==> config.mk <==
export PLATFORM = sky130hd
export DESIGN_NAME = cdpram_top
export DESIGN_NICKNAME = d
export VERILOG_FILES = /design/src/include/cdpram_pkg.sv /design/src/core/cdpram_store.sv /design/src/core/cdpram_top.sv
export SDC_FILE = /design/constraint.sdc
export NUM_CORES = 2
export LEC_CHECK = 0
export BUFFER_PORTS_ARGS = -buffer_cell sky130_fd_sc_hd__buf_2
export CAP_MARGIN = 20
export CORE_MARGIN = 2
export CORE_UTILIZATION = 45
export DETAILED_ROUTE_END_ITERATION = 8
export PLACE_DENSITY = 0.6
export SETUP_SLACK_MARGIN = 0.2
export SYNTH_ARGS = -nofsm -noshare
export SYNTH_HDL_FRONTEND = slang
export SYNTH_SLANG_ARGS = --single-unit
==> constraint.sdc <==
create_clock -name pclk -period 8.1 [get_ports pclk]
set_input_delay 2.43 -clock pclk [delete_from_list [all_inputs] [get_ports pclk]]
set_output_delay 2.43 -clock pclk [all_outputs]
set_load 0.01 [all_outputs]
==> src/include/cdpram_pkg.sv <==
// Package for the configurable dual-port RAM module: shapes, register map,
// pin carriers and the address-to-lane mapping shared by the module's logic.
// Assumes a 32-bit APB register bus and a single 100 MHz pclk domain.
package cdpram_pkg;

  // Storage size and module count in the device
  localparam int unsigned CDPRAM_BITS        = 1152;
  localparam int unsigned CDPRAM_NUM_MODULES = 14;
  localparam int unsigned CDPRAM_DATA_W      = 18;
  localparam int unsigned CDPRAM_ADDR_W      = 9;
  localparam int unsigned CDPRAM_ROWS        = 64;
  localparam int unsigned CDPRAM_ROW_IDX_W   = 6;

  // Clock rate and sampling depth of the pin synchronisers
  localparam int unsigned CDPRAM_PCLK_MHZ    = 100;
  localparam int unsigned CDPRAM_SYNC_STAGES = 2;

  // Shape select codes
  typedef enum logic [1:0] {
    CDPRAM_SHAPE_64X18  = 2'h0,
    CDPRAM_SHAPE_128X9  = 2'h1,
    CDPRAM_SHAPE_256X4  = 2'h2,
    CDPRAM_SHAPE_512X2  = 2'h3
  } cdpram_shape_t;

  // Lane masks per shape, before shifting
  localparam logic [17:0] CDPRAM_MASK_18 = 18'h3FFFF;
  localparam logic [17:0] CDPRAM_MASK_9  = 18'h001FF;
  localparam logic [17:0] CDPRAM_MASK_4  = 18'h0000F;
  localparam logic [17:0] CDPRAM_MASK_2  = 18'h00003;

  // Register map (byte addresses)
  localparam int unsigned CDPRAM_PADDR_W     = 12;
  localparam logic [11:0] CDPRAM_CTRL_OFF    = 12'h000;
  localparam logic [11:0] CDPRAM_STATUS_OFF  = 12'h004;
  localparam logic [11:0] CDPRAM_WRCNT_OFF   = 12'h008;

  // Control register fields and reset value
  localparam int unsigned CDPRAM_CTRL_SHAPE_LSB = 0;
  localparam int unsigned CDPRAM_CTRL_BYPASS    = 2;
  localparam int unsigned CDPRAM_CTRL_W         = 3;
  localparam logic [2:0]  CDPRAM_CTRL_RESET     = 3'h0;

  // Write counter width and reset value
  localparam int unsigned CDPRAM_WRCNT_W     = 16;
  localparam logic [15:0] CDPRAM_WRCNT_RESET = 16'h0000;
  localparam logic [17:0] CDPRAM_RDATA_RESET = 18'h00000;

  // Write port pins
  typedef struct packed {
    logic        en;
    logic [8:0]  addr;
    logic [17:0] data;
  } cdpram_wport_t;

  // Read port pins
  typedef struct packed {
    logic        read_strobe_enable;
    logic [8:0]  addr;
  } cdpram_rport_t;

  // Where a shaped address lives inside the 64x18 store
  typedef struct packed {
    logic [5:0]  row;
    logic [4:0]  shift;
    logic [17:0] mask;
  } cdpram_loc_t;

  // Upper address bits pick the row, lower ones pick the lane within it
  function automatic cdpram_loc_t cdpram_locate(cdpram_shape_t shape, logic [8:0] addr);
    cdpram_loc_t loc;
    loc = '0;
    unique case (shape)
      CDPRAM_SHAPE_64X18:
      begin
        loc.row   = addr[5:0];
        loc.shift = 5'h00;
        loc.mask  = CDPRAM_MASK_18;
      end
      CDPRAM_SHAPE_128X9:
      begin
        loc.row   = addr[6:1];
        loc.shift = addr[0] ? 5'h09 : 5'h00;
        loc.mask  = CDPRAM_MASK_9 << loc.shift;
      end
      CDPRAM_SHAPE_256X4:
      begin
        loc.row   = addr[7:2];
        loc.shift = {1'b0, addr[1:0], 2'b00};
        loc.mask  = CDPRAM_MASK_4 << loc.shift;
      end
      CDPRAM_SHAPE_512X2:
      begin
        loc.row   = addr[8:3];
        loc.shift = {1'b0, addr[2:0], 1'b0};
        loc.mask  = CDPRAM_MASK_2 << loc.shift;
      end
    endcase
    return loc;
  endfunction : cdpram_locate

endpackage : cdpram_pkg

==> src/core/cdpram_store.sv <==
// Storage array of the dual-port RAM module: 64 rows of 18 bits.
// Assumes the caller supplies row index, lane mask and aligned write data.
`timescale 1ns/10ps
`default_nettype none

module cdpram_store
  import cdpram_pkg::*;
(
  input  wire logic        clk,
  input  wire logic        wr_fire,
  input  wire logic [5:0]  wr_row,
  input  wire logic [17:0] wr_mask,
  input  wire logic [17:0] wr_data,
  input  wire logic [5:0]  rd_row,
  output logic      [17:0] rd_row_data
);

  // No reset: contents are undefined until written, like real RAM
  logic [17:0] mem [0:CDPRAM_ROWS-1];

  // Masked row update so other lanes of the row stay intact
  always_ff @(posedge clk)
  begin
    if (wr_fire)
    begin
      mem[wr_row] <= (mem[wr_row] & ~wr_mask) | (wr_data & wr_mask);
    end
  end

  // Read sees the row before any same-edge write, so a word is never torn
  assign rd_row_data = mem[rd_row];

endmodule : cdpram_store

`default_nettype wire

==> src/core/cdpram_top.sv <==
// Configurable dual-port RAM module: one 1,152-bit store in four shapes,
// a write port and a read port each strobed by its own clock pin.
// Assumes the port pins come from fabric logic outside the pclk domain and
// that software sets shape and read bypass over APB.
//
// Functional notes
// - Each module stores 1,152 bits; fourteen exist.
// - Two mode bits pick one of four shapes.
// - Read and write ports have separate clocks.
// - Writes clocked; reads clocked or flow-through.
// - Each port has 18 data, 9 address lines.
// - Shape decides which address and data lines count.
// - Write enable gates the write clock.
// - Read enable gates clock, or enables flow-through.
`timescale 1ns/10ps
`default_nettype none

module cdpram_top
  import cdpram_pkg::*;
(
  input  wire logic                  pclk,
  input  wire logic                  presetn,
  input  wire logic [11:0]           paddr,
  input  wire logic                  psel,
  input  wire logic                  penable,
  input  wire logic                  pwrite,
  input  wire logic [31:0]           pwdata,
  output logic      [31:0]           prdata,
  output logic                       pready,
  output logic                       pslverr,
  input  wire logic                  wr_clk,
  input  wire cdpram_pkg::cdpram_wport_t wport,
  input  wire logic                  rd_clk,
  input  wire cdpram_pkg::cdpram_rport_t rport,
  output logic      [17:0]           rdata
);

  // Pin synchronisers: stage 1 feeds only stage 2; stage 3 is edge history
  cdpram_wport_t wport_s1_q, wport_s1_d;
  cdpram_wport_t wport_s2_q, wport_s2_d;
  cdpram_rport_t rport_s1_q, rport_s1_d;
  cdpram_rport_t rport_s2_q, rport_s2_d;
  logic [2:0]    wclk_q, wclk_d;
  logic [2:0]    rclk_q, rclk_d;

  // Register file state
  logic [2:0]    ctrl_q, ctrl_d;
  logic [15:0]   wrcnt_q, wrcnt_d;
  logic [31:0]   prdata_q, prdata_d;
  logic          perr_q, perr_d;
  logic [17:0]   rdata_q, rdata_d;

  // Datapath signals
  cdpram_shape_t shape;
  logic          read_bypass_select;
  cdpram_loc_t   wloc;
  cdpram_loc_t   rloc;
  logic          wr_edge;
  logic          rd_edge;
  logic          wr_fire;
  logic          rd_fire;
  logic [17:0]   wr_aligned;
  logic [17:0]   rd_row_data;
  logic [17:0]   rd_word;
  logic          apb_setup;
  logic          apb_access;
  logic          hit_ctrl;
  logic          hit_status;
  logic          hit_wrcnt;

  // Two flops on every pin; the third clock stage only remembers the last level
  always_comb
  begin
    wport_s1_d = wport;
    wport_s2_d = wport_s1_q;
    rport_s1_d = rport;
    rport_s2_d = rport_s1_q;
    wclk_d     = {wclk_q[1:0], wr_clk};
    rclk_d     = {rclk_q[1:0], rd_clk};
  end

  always_ff @(posedge pclk or negedge presetn)
  begin
    if (!presetn)
    begin
      wport_s1_q <= '0;
      wport_s2_q <= '0;
      rport_s1_q <= '0;
      rport_s2_q <= '0;
      wclk_q     <= 3'h0;
      rclk_q     <= 3'h0;
    end
    else
    begin
      wport_s1_q <= wport_s1_d;
      wport_s2_q <= wport_s2_d;
      rport_s1_q <= rport_s1_d;
      rport_s2_q <= rport_s2_d;
      wclk_q     <= wclk_d;
      rclk_q     <= rclk_d;
    end
  end

  // Rising edges of the port clocks, seen from the second stage onward
  assign wr_edge = wclk_q[1] & ~wclk_q[2];
  assign rd_edge = rclk_q[1] & ~rclk_q[2];

  // Shape and read mode come from the control register
  assign shape  = cdpram_shape_t'(ctrl_q[CDPRAM_CTRL_SHAPE_LSB +: 2]);
  assign read_bypass_select = ctrl_q[CDPRAM_CTRL_BYPASS];

  // Map both port addresses into the store; unused upper lines drop out
  assign wloc = cdpram_locate(shape, wport_s2_q.addr);
  assign rloc = cdpram_locate(shape, rport_s2_q.addr);

  // Write only on a write-clock edge while the enable is held
  assign wr_fire    = wr_edge & wport_s2_q.en;
  assign wr_aligned = 18'(wport_s2_q.data << wloc.shift);

  cdpram_store u_store
  (
    .clk         (pclk),
    .wr_fire     (wr_fire),
    .wr_row      (wloc.row),
    .wr_mask     (wloc.mask),
    .wr_data     (wr_aligned),
    .rd_row      (rloc.row),
    .rd_row_data (rd_row_data)
  );

  // Extract the addressed lane; data lines above the shape's width read zero
  assign rd_word = 18'((rd_row_data & rloc.mask) >> rloc.shift);

  // Clocked read on a gated edge, or flow-through while enabled in bypass
  assign rd_fire = read_bypass_select ? rport_s2_q.read_strobe_enable
                                      : (rd_edge & rport_s2_q.read_strobe_enable);

  // Read data held in a flop; it keeps its last word while not enabled
  always_comb
  begin
    rdata_d = rdata_q;
    if (rd_fire)
    begin
      rdata_d = rd_word;
    end
  end

  always_ff @(posedge pclk or negedge presetn)
  begin
    if (!presetn)
    begin
      rdata_q <= CDPRAM_RDATA_RESET;
    end
    else
    begin
      rdata_q <= rdata_d;
    end
  end

  assign rdata = rdata_q;

  // APB decode; only exact word offsets hit a register
  assign apb_setup  = psel & ~penable;
  assign apb_access = psel & penable;
  assign hit_ctrl   = (paddr == CDPRAM_CTRL_OFF);
  assign hit_status = (paddr == CDPRAM_STATUS_OFF);
  assign hit_wrcnt  = (paddr == CDPRAM_WRCNT_OFF);

  // Read data and error are captured in setup, so access answers at once
  always_comb
  begin
    ctrl_d   = ctrl_q;
    wrcnt_d  = wrcnt_q;
    prdata_d = prdata_q;
    perr_d   = perr_q;
    if (wr_fire)
    begin
      wrcnt_d = wrcnt_q + 16'h0001; // Wraps; software takes differences
    end
    if (apb_setup)
    begin
      perr_d   = ~(hit_ctrl | hit_status | hit_wrcnt);
      prdata_d = 32'h00000000;
      if (hit_ctrl)
      begin
        prdata_d[CDPRAM_CTRL_W-1:0] = ctrl_q;
      end
      if (hit_status)
      begin
        prdata_d[CDPRAM_DATA_W-1:0] = rdata_q;
      end
      if (hit_wrcnt)
      begin
        prdata_d[CDPRAM_WRCNT_W-1:0] = wrcnt_q;
      end
    end
    // Shape changes take effect at once; stored bits are not rearranged
    if (apb_access && pwrite && hit_ctrl)
    begin
      ctrl_d = pwdata[CDPRAM_CTRL_W-1:0];
    end
  end

  always_ff @(posedge pclk or negedge presetn)
  begin
    if (!presetn)
    begin
      ctrl_q   <= CDPRAM_CTRL_RESET;
      wrcnt_q  <= CDPRAM_WRCNT_RESET;
      prdata_q <= 32'h00000000;
      perr_q   <= 1'b0;
    end
    else
    begin
      ctrl_q   <= ctrl_d;
      wrcnt_q  <= wrcnt_d;
      prdata_q <= prdata_d;
      perr_q   <= perr_d;
    end
  end

  // Zero wait states: ready in the first access cycle
  assign pready  = apb_access;
  assign pslverr = apb_access & perr_q;
  assign prdata  = prdata_q;

endmodule : cdpram_top

`default_nettype wire

==> reports/qor.yml <==
status: "finished with violations"
violations: "DRC"
critPathLaunchType: "flop"
ys_ff_latch: 1290
grt_pass1_wl_um: 354000
cts_tree: "done"
rsz0062_at_grt: "false"
maxSlewViolCount: 0
grt_pass1_vias: 44936
grt-ovfl-total: 0
port-buffer-count: 97
antenna_left: 0
post-place-ws_ns: 1.84
powerDensity_nw_per_um2: 225
wirelength_um: 262000
reg2reg_from: "ctrl_q[0]"
clock.fmax_ghz: 0.148
layout.nets: 5133
io_pins: 141
clkLatencyLatePin_ns: 0.82
die-height_um: 372
fp.dieW_um: 372
synth_top_area_cell: "edfxtp_1"
final_common_cell: "edfxtp_1"
final_hold_viol_count: 0
fin_ws_ns: 1.36
die-area_um2: 138000
grtUsageTotal_pct: 37.1
synth_edf_count: 1152
num-fill-cells: 11481
antenna_found_initial: 20
num_vias: 48738
area_delta_synth_final_pct: 13.1
worstPathRequired_ns: 8.64
synthFlopType: "edfxtp_1"
final_area_um2: 69000
end_kind: "flop"
final_cell_mix: "edfxtp_1 (1152), nand2_1 (890), mux2i_1 (350)"
clk_path_buf_depth: 3
fin_tns_setup_ns: 0
clkSinkCount: 1290
drc: 1
rr_endpoint: "u_store.mem[32][16]"
path_clk_slew_ns: 0.06
place_congestion: 1.09
core_area_um2: 135000
dp_hpwl_um: 166000
postPlaceCellArea_um2: 64600
r2r_slack_ns: 1.36
synthArstFlopShare_pct: 10.7
cts_root_buf: "clkbuf_16"
cts_resized: 0
synth_area_leaders: "edfxtp_1 (57%), mux2i_1 (5.9%), dfrtp_1 (5.7%)"
cap_violations: 0
first_pass_iters: 9
leakage_nw: 23.8
wl_per_cell_um: 37.7
drive_gt1_share_pct: 14.0
synth_area_um2: 61000
power_w: 0.0155
yosysWarnings: 0
ys_types: 80
critical_path_peak_fanout: 35
cp-endpoint: "u_store.mem[32][16]"
cts_hold_buf: 0
synth_top_area_share_pct: 56.7
synth.avg_cell_area_um2: 12.3
drt_iter0_markers: 8725
worst_pin_slew_ns: 1.37
synthCells: 4964
crit_type: "reg2reg"
min_period_ns: 6.74
yosysSeqAreaShare_pct: 62.4
postCtsSetupBuffers: 0
htree_levels: 4
slew_headroom_pct: 8.18
min_period_over_period_pct: 83.3
skew_ns: 0.0343
min_path_type: "reg2reg"
reg2reg_depth: 11
num_rows: 135
cp.arrival_ns: 7.28
cp-startpoint: "ctrl_q[0]"
setup_viol: 0
numCtsBuffers: 138
initial_core_util_pct: 45.2
grt_max_degree: 103
ir_worst_vdd_uv: 213
viasPerCell: 7.02
==> Yosys cell counts (all sizes together) (8+ instances only) <==
cell,count
dfrtp,138
nor2b,117
a211oi,156
a2111oi,9
nand2b,9
mux2i,362
a31oi,82
nand2,892
o22ai,66
o21ai,94
a221oi,114
or3,15
a41oi,8
nand4,15
a311oi,131
or4,8
edfxtp,1152
buf,266
xnor2,12
nor3,50
o221ai,16
clkbuf,141
o211ai,17
nor2,208
a32oi,13
nor4,24
a22o,58
nand3,101
a21oi,248
a22oi,210
and3,49
and2,8
mux2,43
o22a,13
mux4,32
==> flip-flops by register name, indices dropped and copies added, names as in the netlist, 10 cells and up <==
register     count
wport_s2_q      28
u_store.mem   1152
rport_s1_q      10
rport_s2_q      10
wrcnt_q         16
prdata          18
wport_s1_q      28
rdata           18
==> per-stage QoR <==
stage               hold WS [ns]  utilization [%]  cells
floorplan                  0.331                -   4977
global placement           0.332             47.8   6671
detailed placement         0.335             47.9   6677
CTS                        0.348             51.0   6921
global route               0.351             51.1   6930
finish                     0.347             51.1   6943
==> metal layers <==
| metal | global-route usage, % | share of wire (%) | vias to the layer above |
|---|---|---|---|
| li1 | - | - | 19451 |
| met1 | 45.1 | 34 | 24053 |
| met2 | 52.5 | 41 | 4188 |
| met3 | 14.6 | 15 | 1028 |
| met4 | 28.8 | 9.3 | 18 |
| met5 | 0.629 | 0.084 | - |
==> kinds of logic after synthesis <==
logic type | count (synthesis) | synth area share (%)
fa+ha+maj | 1 | 0.0205
other cells | 1 | 0.00615
buf+inv | 412 | 3.43
mux | 437 | 7.95
simple gates | 1511 | 10.7
flops | 1290 | 62.4
xor+xnor | 15 | 0.216
compound gates | 1297 | 15.2
==> critical path, cell delays in order (launching register included) <==
cell and delay (ns):
dfrtp_2 0.84, mux4_4 1.05, buf_4 0.43, nor3_4 0.89, buf_4 0.30, buf_4 0.29, a22oi_1 0.10, a41oi_1 0.78
or4_1 0.33, nor4_1 0.15, a21oi_4 0.72, buf_4 0.49
==> cell type report <==
type | count | area, µm² | share of cell area (%)
antenna | 15 | 37.5 | 0.0544
tap | 1781 | 2230 | 3.23
timing repair buffer | 333 | 2700 | 3.91
inverter | 5 | 18.8 | 0.0272
sequential | 1290 | 38000 | 55.2
clock inverter | 54 | 372 | 0.539
multi-input combinational | 3275 | 21700 | 31.5
clock buffer | 190 | 3850 | 5.58
==> how the worst min path moves through the flow <==
stage	depth (start not counted)	start	to	slack [ns]
3_3_place_gp	0	rport_s1_q[9]	rport_s2_q[9]	0.33
6_report	0	wport_s1_q[7]	wport_s2_q[7]	0.35
3_5_place_dp	0	wport_s1_q[1]	wport_s2_q[1]	0.33
5_1_grt	0	wport_s1_q[26]	wport_s2_q[26]	0.35
4_1_cts	0	wport_s1_q[1]	wport_s2_q[1]	0.35
2_1_floorplan	0	rclk_q[0]	rclk_q[1]	0.33
==> power breakdown <==
part / internal (W) / leakage (nW) / switching, W
clock network: 0.00341 / 2.06 / 0.00267
logic: 0.000463 / 9.67 / 0.00140
registers: 0.00751 / 12.1 / 0.0000497
Note: power is estimated with default switching activity, not from simulation.
